$ cat config.mk
export PLATFORM = sky130hd
export DESIGN_NAME = prs_pin_route_selector
export DESIGN_NICKNAME = d
export VERILOG_FILES = /design/src/inc/prs_pkg.sv /design/src/core/prs_regs.sv /design/src/core/prs_pin_route_selector.sv
export VERILOG_INCLUDE_DIRS = /design/src /design/src/inc
export SDC_FILE = /design/constraint.sdc
export NUM_CORES = 1
export LEC_CHECK = 0
export BUFFER_PORTS_ARGS = -buffer_cell sky130_fd_sc_hd__buf_2
export CAP_MARGIN = 10
export CELL_PAD_IN_SITES_DETAIL_PLACEMENT = 2
export CELL_PAD_IN_SITES_GLOBAL_PLACEMENT = 2
export CORE_AREA = 2 2 90 157
export CTS_CLUSTER_SIZE = 30
export DETAILED_ROUTE_END_ITERATION = 16
export DIE_AREA = 0 0 92 159
export PLACE_DENSITY = 0.77
export SYNTH_ARGS = -nofsm -noshare
export SYNTH_HDL_FRONTEND = slang
export SYNTH_SLANG_ARGS = --single-unit
$ cat constraint.sdc
create_clock -name mclk -period 1.21 [get_ports mclk]
set_clock_uncertainty 0.05 [all_clocks]
set_input_delay 0.121 -clock mclk [delete_from_list [all_inputs] [get_ports mclk]]
set_output_delay 0.121 -clock mclk [all_outputs]
set_load 0.01 [all_outputs]
$ cat src/inc/prs_defines.svh
`ifndef PRS_DEFINES_SVH
`define PRS_DEFINES_SVH

`define PRS_ADDR_W        3
`define PRS_OFS_EVENT     3'h0
`define PRS_OFS_LOGIC     3'h1
`define PRS_OFS_SERIAL    3'h2
`define PRS_OFS_SYNC      3'h3
`define PRS_OFS_WAVE      3'h4
`define PRS_OFS_CAPT      3'h5
`define PRS_RESET_VAL     8'h00
`define PRS_MASK_EVENT    8'h03
`define PRS_MASK_LOGIC    8'h0f
`define PRS_MASK_SERIAL   8'h0f
`define PRS_MASK_SYNC     8'h03
`define PRS_MASK_WAVE     8'h3f
`define PRS_MASK_CAPT     8'h03
`define PRS_CODE_DEFAULT  2'h0
`define PRS_CODE_ALT      2'h1
`define PRS_CODE_NONE     2'h3
`define PRS_SER0_LSB      0
`define PRS_SER1_LSB      2

`endif

$ cat src/inc/prs_pkg.sv
package prs_pkg;

	// One bit per pin of a port.
	typedef logic [7:0] prs_port_t;

	// Four-signal serial group: transmit, receive, clock, direction.
	typedef struct packed {
		logic txd;
		logic rxd;
		logic serial_clock_pin;
		logic serial_direction_pin;
	} prs_sig4_t;

	// Drive request for the pins of one port: output values and enables.
	typedef struct packed {
		prs_port_t val;
		prs_port_t oe;
	} prs_drive_t;

	// Peripheral outputs that may reach pins.
	typedef struct packed {
		logic       event_output_a;
		logic       event_output_b;
		logic [3:0] logic_table_out;
		prs_sig4_t  ser0_out;
		prs_sig4_t  ser0_oe;
		prs_sig4_t  ser1_out;
		prs_sig4_t  ser1_oe;
		prs_sig4_t  spi_out;
		prs_sig4_t  spi_oe;
		logic [5:0] waveform_output;
		logic [1:0] capture_out;
	} prs_periph_out_t;

	// Pin levels returned toward peripherals.
	typedef struct packed {
		logic [3:0][2:0] logic_table_in;
		prs_sig4_t       ser0_in;
		prs_sig4_t       ser1_in;
		prs_sig4_t       spi_in;
	} prs_periph_in_t;

	// Register file state.
	typedef struct packed {
		logic [7:0] event_output_route;
		logic [7:0] logic_table_route;
		logic [7:0] serial_port_route;
		logic [7:0] sync_serial_route;
		logic [7:0] waveform_timer_route;
		logic [7:0] capture_timer_route;
		logic [7:0] rdata;
	} prs_state_t;

endpackage

$ cat src/core/prs_regs.sv
`timescale 1ns/1ps
`include "prs_defines.svh"

module prs_regs (
	input  wire logic                  mclk,
	input  wire logic                  sys_rst,
	input  wire logic [`PRS_ADDR_W-1:0] addr,
	input  wire logic [7:0]            wdata,
	input  wire logic                  wr_stb,
	input  wire logic                  rd_stb,
	output logic      [7:0]            rdata,
	output prs_pkg::prs_state_t        regs
);
	import prs_pkg::*;

	prs_state_t st_q;
	prs_state_t st_d;

	function automatic logic [7:0] field_mask(input logic [`PRS_ADDR_W-1:0] a);
		case (a)
			`PRS_OFS_EVENT:  field_mask = `PRS_MASK_EVENT;
			`PRS_OFS_LOGIC:  field_mask = `PRS_MASK_LOGIC;
			`PRS_OFS_SERIAL: field_mask = `PRS_MASK_SERIAL;
			`PRS_OFS_SYNC:   field_mask = `PRS_MASK_SYNC;
			`PRS_OFS_WAVE:   field_mask = `PRS_MASK_WAVE;
			`PRS_OFS_CAPT:   field_mask = `PRS_MASK_CAPT;
			default:         field_mask = 8'h00;
		endcase
	endfunction

	always_comb begin
		logic [7:0] wv;
		wv = wdata & field_mask(addr);
		st_d = st_q;
		if (wr_stb) begin
			case (addr)
				`PRS_OFS_EVENT:  st_d.event_output_route   = wv;
				`PRS_OFS_LOGIC:  st_d.logic_table_route    = wv;
				`PRS_OFS_SERIAL: st_d.serial_port_route    = wv;
				`PRS_OFS_SYNC:   st_d.sync_serial_route    = wv;
				`PRS_OFS_WAVE:   st_d.waveform_timer_route = wv;
				`PRS_OFS_CAPT:   st_d.capture_timer_route  = wv;
				default: begin
				end
			endcase
		end
		st_d.rdata = `PRS_RESET_VAL;
		if (rd_stb) begin
			case (addr)
				`PRS_OFS_EVENT:  st_d.rdata = st_q.event_output_route;
				`PRS_OFS_LOGIC:  st_d.rdata = st_q.logic_table_route;
				`PRS_OFS_SERIAL: st_d.rdata = st_q.serial_port_route;
				`PRS_OFS_SYNC:   st_d.rdata = st_q.sync_serial_route;
				`PRS_OFS_WAVE:   st_d.rdata = st_q.waveform_timer_route;
				`PRS_OFS_CAPT:   st_d.rdata = st_q.capture_timer_route;
				default:         st_d.rdata = `PRS_RESET_VAL;
			endcase
		end
	end

	always_ff @(posedge mclk) begin
		if (sys_rst) begin
			st_q <= '0;
		end else begin
			st_q <= st_d;
		end
	end

	assign rdata = st_q.rdata;
	assign regs  = st_q;

endmodule

$ cat src/core/prs_pin_route_selector.sv
`timescale 1ns/1ps
`include "prs_defines.svh"

module prs_pin_route_selector (
	input  wire logic                    mclk,
	input  wire logic                    sys_rst,
	input  wire logic [`PRS_ADDR_W-1:0]   reg_addr,
	input  wire logic [7:0]              reg_wdata,
	input  wire logic                    reg_wr,
	input  wire logic                    reg_rd,
	output logic      [7:0]              reg_rdata,
	input  wire prs_pkg::prs_periph_out_t periph_out,
	output prs_pkg::prs_periph_in_t      periph_in,
	input  wire prs_pkg::prs_port_t      pa_in,
	input  wire prs_pkg::prs_port_t      pb_in,
	input  wire prs_pkg::prs_port_t      pc_in,
	output prs_pkg::prs_drive_t          pa_ovr,
	output prs_pkg::prs_drive_t          pb_ovr,
	output prs_pkg::prs_drive_t          pc_ovr
);
	import prs_pkg::*;

	prs_state_t r;

	prs_regs u_regs (
		.mclk    (mclk),
		.sys_rst (sys_rst),
		.addr    (reg_addr),
		.wdata   (reg_wdata),
		.wr_stb  (reg_wr),
		.rd_stb  (reg_rd),
		.rdata   (reg_rdata),
		.regs    (r)
	);

	// Places one output bit on a pin of one port when the route matches and its enable is set.
	function automatic prs_drive_t place(input prs_drive_t d, input logic hit, input int unsigned pin,
	                                     input logic v, input logic oe);
		prs_drive_t o;
		o = d;
		if (hit && oe) begin
			o.val[pin] = v;
			o.oe[pin]  = 1'b1;
		end
		return o;
	endfunction

	logic [1:0] ser0_code;
	logic [1:0] ser1_code;
	logic [1:0] spi_code;

	assign ser0_code = r.serial_port_route[`PRS_SER0_LSB +: 2];
	assign ser1_code = r.serial_port_route[`PRS_SER1_LSB +: 2];
	assign spi_code  = r.sync_serial_route[1:0];

	// ********************************************************************
	// Output routing toward pins.
	// ********************************************************************
	// combinational routing
	always_comb begin
		prs_drive_t a;
		prs_drive_t b;
		prs_drive_t c;
		prs_periph_out_t p;
		logic d0;
		logic d1;
		logic s0;
		logic s1;
		logic q0;
		logic q1;
		a = '0;
		b = '0;
		c = '0;
		p = periph_out;
		// codes 2 and 3 connect nothing
		d0 = (ser0_code == `PRS_CODE_DEFAULT);
		d1 = (ser0_code == `PRS_CODE_ALT);
		s0 = (ser1_code == `PRS_CODE_DEFAULT);
		s1 = (ser1_code == `PRS_CODE_ALT);
		q0 = (spi_code == `PRS_CODE_DEFAULT);
		q1 = (spi_code == `PRS_CODE_ALT);
		b = place(b, !r.event_output_route[1], 2, p.event_output_b, 1'b1);
		b = place(b, r.event_output_route[1], 7, p.event_output_b, 1'b1);
		a = place(a, !r.event_output_route[0], 2, p.event_output_a, 1'b1);
		a = place(a, r.event_output_route[0], 7, p.event_output_a, 1'b1);
		c = place(c, !r.logic_table_route[3], 4, p.logic_table_out[3], 1'b1);
		a = place(a, r.logic_table_route[3], 5, p.logic_table_out[3], 1'b1);
		b = place(b, !r.logic_table_route[2], 3, p.logic_table_out[2], 1'b1);
		b = place(b, r.logic_table_route[2], 6, p.logic_table_out[2], 1'b1);
		a = place(a, !r.logic_table_route[1], 7, p.logic_table_out[1], 1'b1);
		c = place(c, r.logic_table_route[1], 1, p.logic_table_out[1], 1'b1);
		a = place(a, !r.logic_table_route[0], 4, p.logic_table_out[0], 1'b1);
		b = place(b, r.logic_table_route[0], 4, p.logic_table_out[0], 1'b1);
		b = place(b, d0, 2, p.ser0_out.txd, p.ser0_oe.txd);
		b = place(b, d0, 3, p.ser0_out.rxd, p.ser0_oe.rxd);
		b = place(b, d0, 1, p.ser0_out.serial_clock_pin, p.ser0_oe.serial_clock_pin);
		b = place(b, d0, 0, p.ser0_out.serial_direction_pin, p.ser0_oe.serial_direction_pin);
		a = place(a, d1, 1, p.ser0_out.txd, p.ser0_oe.txd);
		a = place(a, d1, 2, p.ser0_out.rxd, p.ser0_oe.rxd);
		a = place(a, d1, 3, p.ser0_out.serial_clock_pin, p.ser0_oe.serial_clock_pin);
		a = place(a, d1, 4, p.ser0_out.serial_direction_pin, p.ser0_oe.serial_direction_pin);
		a = place(a, s0, 1, p.ser1_out.txd, p.ser1_oe.txd);
		a = place(a, s0, 2, p.ser1_out.rxd, p.ser1_oe.rxd);
		a = place(a, s0, 3, p.ser1_out.serial_clock_pin, p.ser1_oe.serial_clock_pin);
		a = place(a, s0, 4, p.ser1_out.serial_direction_pin, p.ser1_oe.serial_direction_pin);
		c = place(c, s1, 2, p.ser1_out.txd, p.ser1_oe.txd);
		c = place(c, s1, 1, p.ser1_out.rxd, p.ser1_oe.rxd);
		c = place(c, s1, 0, p.ser1_out.serial_clock_pin, p.ser1_oe.serial_clock_pin);
		c = place(c, s1, 3, p.ser1_out.serial_direction_pin, p.ser1_oe.serial_direction_pin);
		a = place(a, q0, 1, p.spi_out.txd, p.spi_oe.txd);
		a = place(a, q0, 2, p.spi_out.rxd, p.spi_oe.rxd);
		a = place(a, q0, 3, p.spi_out.serial_clock_pin, p.spi_oe.serial_clock_pin);
		a = place(a, q0, 4, p.spi_out.serial_direction_pin, p.spi_oe.serial_direction_pin);
		c = place(c, q1, 2, p.spi_out.txd, p.spi_oe.txd);
		c = place(c, q1, 1, p.spi_out.rxd, p.spi_oe.rxd);
		c = place(c, q1, 0, p.spi_out.serial_clock_pin, p.spi_oe.serial_clock_pin);
		c = place(c, q1, 3, p.spi_out.serial_direction_pin, p.spi_oe.serial_direction_pin);
		for (int i = 0; i < 3; i++) begin
			b = place(b, !r.waveform_timer_route[i], i, p.waveform_output[i], 1'b1);
			b = place(b, r.waveform_timer_route[i], i + 3, p.waveform_output[i], 1'b1);
		end
		for (int i = 3; i < 6; i++) begin
			a = place(a, !r.waveform_timer_route[i], i, p.waveform_output[i], 1'b1);
			c = place(c, r.waveform_timer_route[i], i, p.waveform_output[i], 1'b1);
		end
		a = place(a, !r.capture_timer_route[1], 3, p.capture_out[1], 1'b1);
		c = place(c, r.capture_timer_route[1], 4, p.capture_out[1], 1'b1);
		a = place(a, !r.capture_timer_route[0], 5, p.capture_out[0], 1'b1);
		c = place(c, r.capture_timer_route[0], 0, p.capture_out[0], 1'b1);
		pa_ovr = a;
		pb_ovr = b;
		pc_ovr = c;
	end

	// ********************************************************************
	// Input routing toward peripherals.
	// ********************************************************************
	// connect or disconnect inputs
	always_comb begin
		periph_in = '0;
		periph_in.logic_table_in[0] = pa_in[2:0];
		periph_in.logic_table_in[1] = pc_in[5:3];
		periph_in.logic_table_in[2] = pb_in[2:0];
		periph_in.logic_table_in[3] = pc_in[2:0];
		case (ser0_code)
			`PRS_CODE_DEFAULT: periph_in.ser0_in = {pb_in[2], pb_in[3], pb_in[1], pb_in[0]};
			`PRS_CODE_ALT:     periph_in.ser0_in = {pa_in[1], pa_in[2], pa_in[3], pa_in[4]};
			default:           periph_in.ser0_in = '0;
		endcase
		case (ser1_code)
			`PRS_CODE_DEFAULT: periph_in.ser1_in = {pa_in[1], pa_in[2], pa_in[3], pa_in[4]};
			`PRS_CODE_ALT:     periph_in.ser1_in = {pc_in[2], pc_in[1], pc_in[0], pc_in[3]};
			default:           periph_in.ser1_in = '0;
		endcase
		case (spi_code)
			`PRS_CODE_DEFAULT: periph_in.spi_in = {pa_in[1], pa_in[2], pa_in[3], pa_in[4]};
			`PRS_CODE_ALT:     periph_in.spi_in = {pc_in[2], pc_in[1], pc_in[0], pc_in[3]};
			default:           periph_in.spi_in = '0;
		endcase
	end

endmodule

Yosys cells after proc, flatten, opt, wreduce, memory -nomap -nowiden
Cells that the tools add are included.

word-level totals
  register bits after elaboration = 56
  input port bits = 77
  output and inout bits = 80

cells by class
  eq/ne operators = 8
  mux-type cells = 109
  bitwise operators = 2
  reductions and logical operators = 37

operator list
  cell                                           count
  two-way mux 1 bit                              104
  one-hot mux 8 bit (6 select lines)             1
  logical AND 1 bit                              24
  one-hot mux 4 bit (2 select lines)             3
  one-hot mux 6 bit (3 select lines)             1
  AND reduction 2 bit                            6
  bitwise AND 8 x 6 -> 8 bit                     1
  == test 2 x 1 -> 1 bit, second input constant  3
  == test 3 x 2 -> 1 bit, second input constant  2
  == test 3 bit, second input constant           2
  logical NOT 2 bit                              3
  OR reduction 2 bit                             2
  == test 3 x 1 -> 1 bit, second input constant  1
  logical NOT 3 bit                              1
  OR reduction 3 bit                             1
  inverter 1 bit                                 1

Longest topological paths before layout
  depth in word-level cells = 7
  depth in mapped cells = 5

By module
Synthesis repeated with hierarchy kept, for this count alone.

second synthesis, totals
  cells, all modules = 350
  area, all modules = 2981.6 µm²

by module, submodules not included
  module                  times used  cells an instance  area each (µm²)  sequential area each (µm²)
  prs_regs                1           183                1898.1           840.8
  prs_pin_route_selector  1           167                1083.5           0.0

Worst setup path before layout
OpenSTA, ideal clock, no wires.

  path type = register -> output
  from = reg u_regs.st_q, in the netlist u_regs.regs[24]
  to = out pa_ovr[11] (netlist name)
  arrival = 1.214 ns
  data required time = 1.039 ns
  slack = -0.175 ns
  cell stages (with the launch flop) = 5
  buffers on the path = 1
  cells stage by stage = dfxtp_1 buf_4 or3b_2 o21bai_1 o221ai_1

RTL lines
  item                    line                          text
  from (decl)             prs_regs.sv:16                prs_state_t st_q;
  from (signal assigned)  prs_regs.sv:65                st_q <= st_d;
  to (decl)               prs_pin_route_selector.sv:17  output prs_pkg::prs_drive_t pa_ovr,

==> results by group <==
STA
  – Final Hold Viols: 0
  – Final worst slack: -0.580 ns
  – F_max: 559 MHz
  – Fin Hold WS: 0.0380 ns
  – Slew Viols, Final: 0
  – Final Cycle Share: 148%
  – Final Critical Period: 1.79 ns
  – Final setup violation count: 43
  – RSZ-0062 raised after global routing: true

Global route
  – Grt total ovfl: 0
  – Largest net degree at the start of global routing: 17
  – Initial antenna violation count: 0
  – Global-route wire length before repair: 21,500 um
  – Vias in the first global route: roughly 3,800
  – Total track usage: 18.9%

CTS
  – CTS sink cnt: 42
  – Root buffer cell: clkbuf_16
  – Insertion delay to the later sink of the worst-skew pair: 0.29 ns
  – Hold_buf cts: 0
  – Clock transition at the registers of the reported paths: 0.07 ns
  – CTS H-Tree Depth: 2
  – CTS tree: done
  – Bufs on Longest Clock Path: 2
  – CTS buffer count: 5

Routing
  – Post-route DRC: 0
  – Via density: 4.89
  – DR WL/cell: approximately 21 um
  – Overall routed net length: 14,500 um
  – Routed vias: 3,361
  – Drt first pass iters: 4
  – DR iter-0 viols: 92
  – Antenna-violating nets left: 0

Logic synthesis
  – Post-Synth Adder-Cell Area: 0%
  – Post-synth ARST share: 0%
  – Syn Area/Cell: between 8 and 9 um^2
  – Xor and xnor fraction of the mapped netlist area: 0%
  – Synth cell types: 49
  – #FFs+latches synth: 42
  – Synth Area in Compound Gates: roughly 11%
  – Post-Syn Area: 2900 um^2
  – Mux cell area share after synthesis: 16.6%
  – Top FF cell, synth: dfxtp_1
  – Largest family of logic cells by synthesized area: simple AND/OR/NAND/NOR gates
  – Post-Syn Instances: 346
  – Post-Synth Simple-Gate Area: 30.2%
  – Syn. warnings: 0
  – Post-synth EDFFs: 0
  – Seq/Total Area, Yosys: 29.0%

Layout
  – Reg area: 888 um^2
  – Commonest non-fill, non-tap cell in the layout: buf_2
  – ANT cells: 0
  – Area grow syn2layout: 60.9%
  – Share of layout cells above drive strength 1: 56.9%
  – Final Non-Filler Cells: 687
  – Most frequent cells in the layout: buf_2, buf_4, nor2_1
  – Fill count: 1,548
  – Multi-input gate area: just under 2000 um^2
  – Fin nets: 589

Power and ir drop
  – Pint: 0.00275 W
  – Combinational share of power: 22.1%
  – Power per cell area: 823 nW/um^2
  – P_leak: ~2.1 nW
  – Pwr Total: 0.00384 W
  – Switching Power: 0.00109 W
  – Clock network power share: 41.3%
  – Switching Share: 28.3%
  – Sequential share of power: a little over a third
  – VDD IR max: between 400 and 500 uV

Floorplanning
  – Core area: 13,300 um^2
  – Initial Util: 21.8%
  – Top Ports: 157
  – DIE AREA: 14,600 um^2
  – Die Y: 159 um
  – Chip Width: 92 um
  – Rows: 56

Worst setup path
  – Setup crit start kind: register
  – Worst reg2reg startpoint: u_regs.regs[34]$_SDFFE_PP0P_
  – CP endpoint kind: primary output
  – Data required, critical path: 1.04 ns
  – R2R depth: 4
  – R2R Path End: u_regs.rdata[2]$_SDFF_PP0_
  – Worst Path Arrival: 1.62 ns
  – CP Max Fanout: 6
  – WS Path Type: reg -> out
  – R2R setup slack: -0.20 ns

Min path
  – Worst Hold Depth: 3
  – Worst hold endpoint: u_regs.regs[21]$_SDFFE_PP0P_
  – Hold Crit Start: reg_wdata[5]
  – Min-delay worst type: in -> reg

Placement
  – GP Congestion: 0.833
  – Placed insts: 658
  – Worst slack at placement: -0.379 ns
  – Buffers on Ports: 129
  – Post-DP HPWL: 10,600 um

Job
  – Max Cap Viol: 0

Outcome
  – Outcome: finished with violations
  – Violated checks: setup timing
-- critical path, stage by stage (launching register included) --
cell      delay [ns]
dfxtp_4         0.38
buf_6           0.14
nor4bb_2        0.40
a211oi_2        0.09
o221ai_2        0.15
buf_2           0.16
-- power groups by stage --
stage,combinational (W),sequential (W),clock (W)
final,0.000848,0.00140,0.00159
after global routing,0.000907,0.00140,0.00166
after detailed placement,0.000744,0.00145,0
after CTS,0.000812,0.00140,0.00161
after floorplan,0.000416,0.00144,0
after global placement,0.000717,0.00145,0
-- per-layer routing --
metal | up-vias | wire length [um] | track usage (%)
met5 | - | 0 | 0
met4 | 0 | 763 | 9.77
met3 | 39 | 605 | 3.17
met2 | 122 | 8460 | 39.3
met1 | 1688 | 4630 | 16.4
li1 | 1512 | - | -
-- Yosys cell counts, types with 5 or more instances --
cell type,count,area (um^2)
a21oi_1,8,40.0
a31oi_1,7,43.8
and2_1,21,131
buf_2,11,55.1
buf_4,34,255
clkbuf_1,5,18.8
dfxtp_1,42,841
inv_1,8,30.0
mux2i_1,39,390
nand2_1,19,71.3
nand3_1,10,50.1
nand3b_1,10,75.1
nand4b_1,5,43.8
nor2_1,45,169
nor2b_1,10,62.6
o21ai_0,8,40.0
or3b_2,6,52.6
-- how the worst max path moves through the flow --
stage,start,to,cells past startpoint
after floorplan,u_regs.regs[24]$_SDFFE_PP0P_,pa_ovr[11],4
after global placement,u_regs.regs[33]$_SDFFE_PP0P_,pa_ovr[11],5
after detailed placement,u_regs.regs[33]$_SDFFE_PP0P_,pa_ovr[11],5
after CTS,u_regs.regs[34]$_SDFFE_PP0P_,pa_ovr[10],4
after global routing,u_regs.regs[35]$_SDFFE_PP0P_,pa_ovr[11],5
final,u_regs.regs[35]$_SDFFE_PP0P_,pa_ovr[11],5
-- per-stage QoR --
stage / instance area [um^2] / utilization (%) / setup TNS (ns)
floorplan: 3040 / - / -0.130
global placement: 3960 / 29.7 / -4.50
detailed placement: 3960 / 29.7 / -6.38
CTS: 4530 / 34.1 / -13.14
global route: 4670 / 35.0 / -15.95
finish: 4670 / 35.0 / -14.25
-- registers in the layout, summed over array words and instances (netlist names) --
| name | cells |
|---|---|
| u_regs.regs | 36 |
| u_regs.rdata | 6 |
-- final cells by class --
class	count	area share, %
Clock buffer	5	2.68
Clock inverter	3	0.965
Inverter	8	0.644
Multi-Input combinational cell	253	42.5
Sequential cell	42	19.0
Tap cell	174	4.67
Timing Repair Buffer	202	29.5
-- logic make-up (layout without fill, tap and decap cells) --
family	after synthesis	after routing
AO/OA/AOI/OAI	46	46
buffers and inverters	60	218
flip-flops	42	42
other	1	10
AND/OR/NAND/NOR	152	152
multiplexers	45	45
-- timing repair --
item                                    4_1_cts  5_1_grt
cloned                                        0        0
resized for setup                            89       23
hold endpoints to repair                      0        0
pin swaps                                    14       16
buffers inserted                             15        9
endpoints found under the setup margin       52       50
Note: power is estimated with default switching activity, not from simulation.
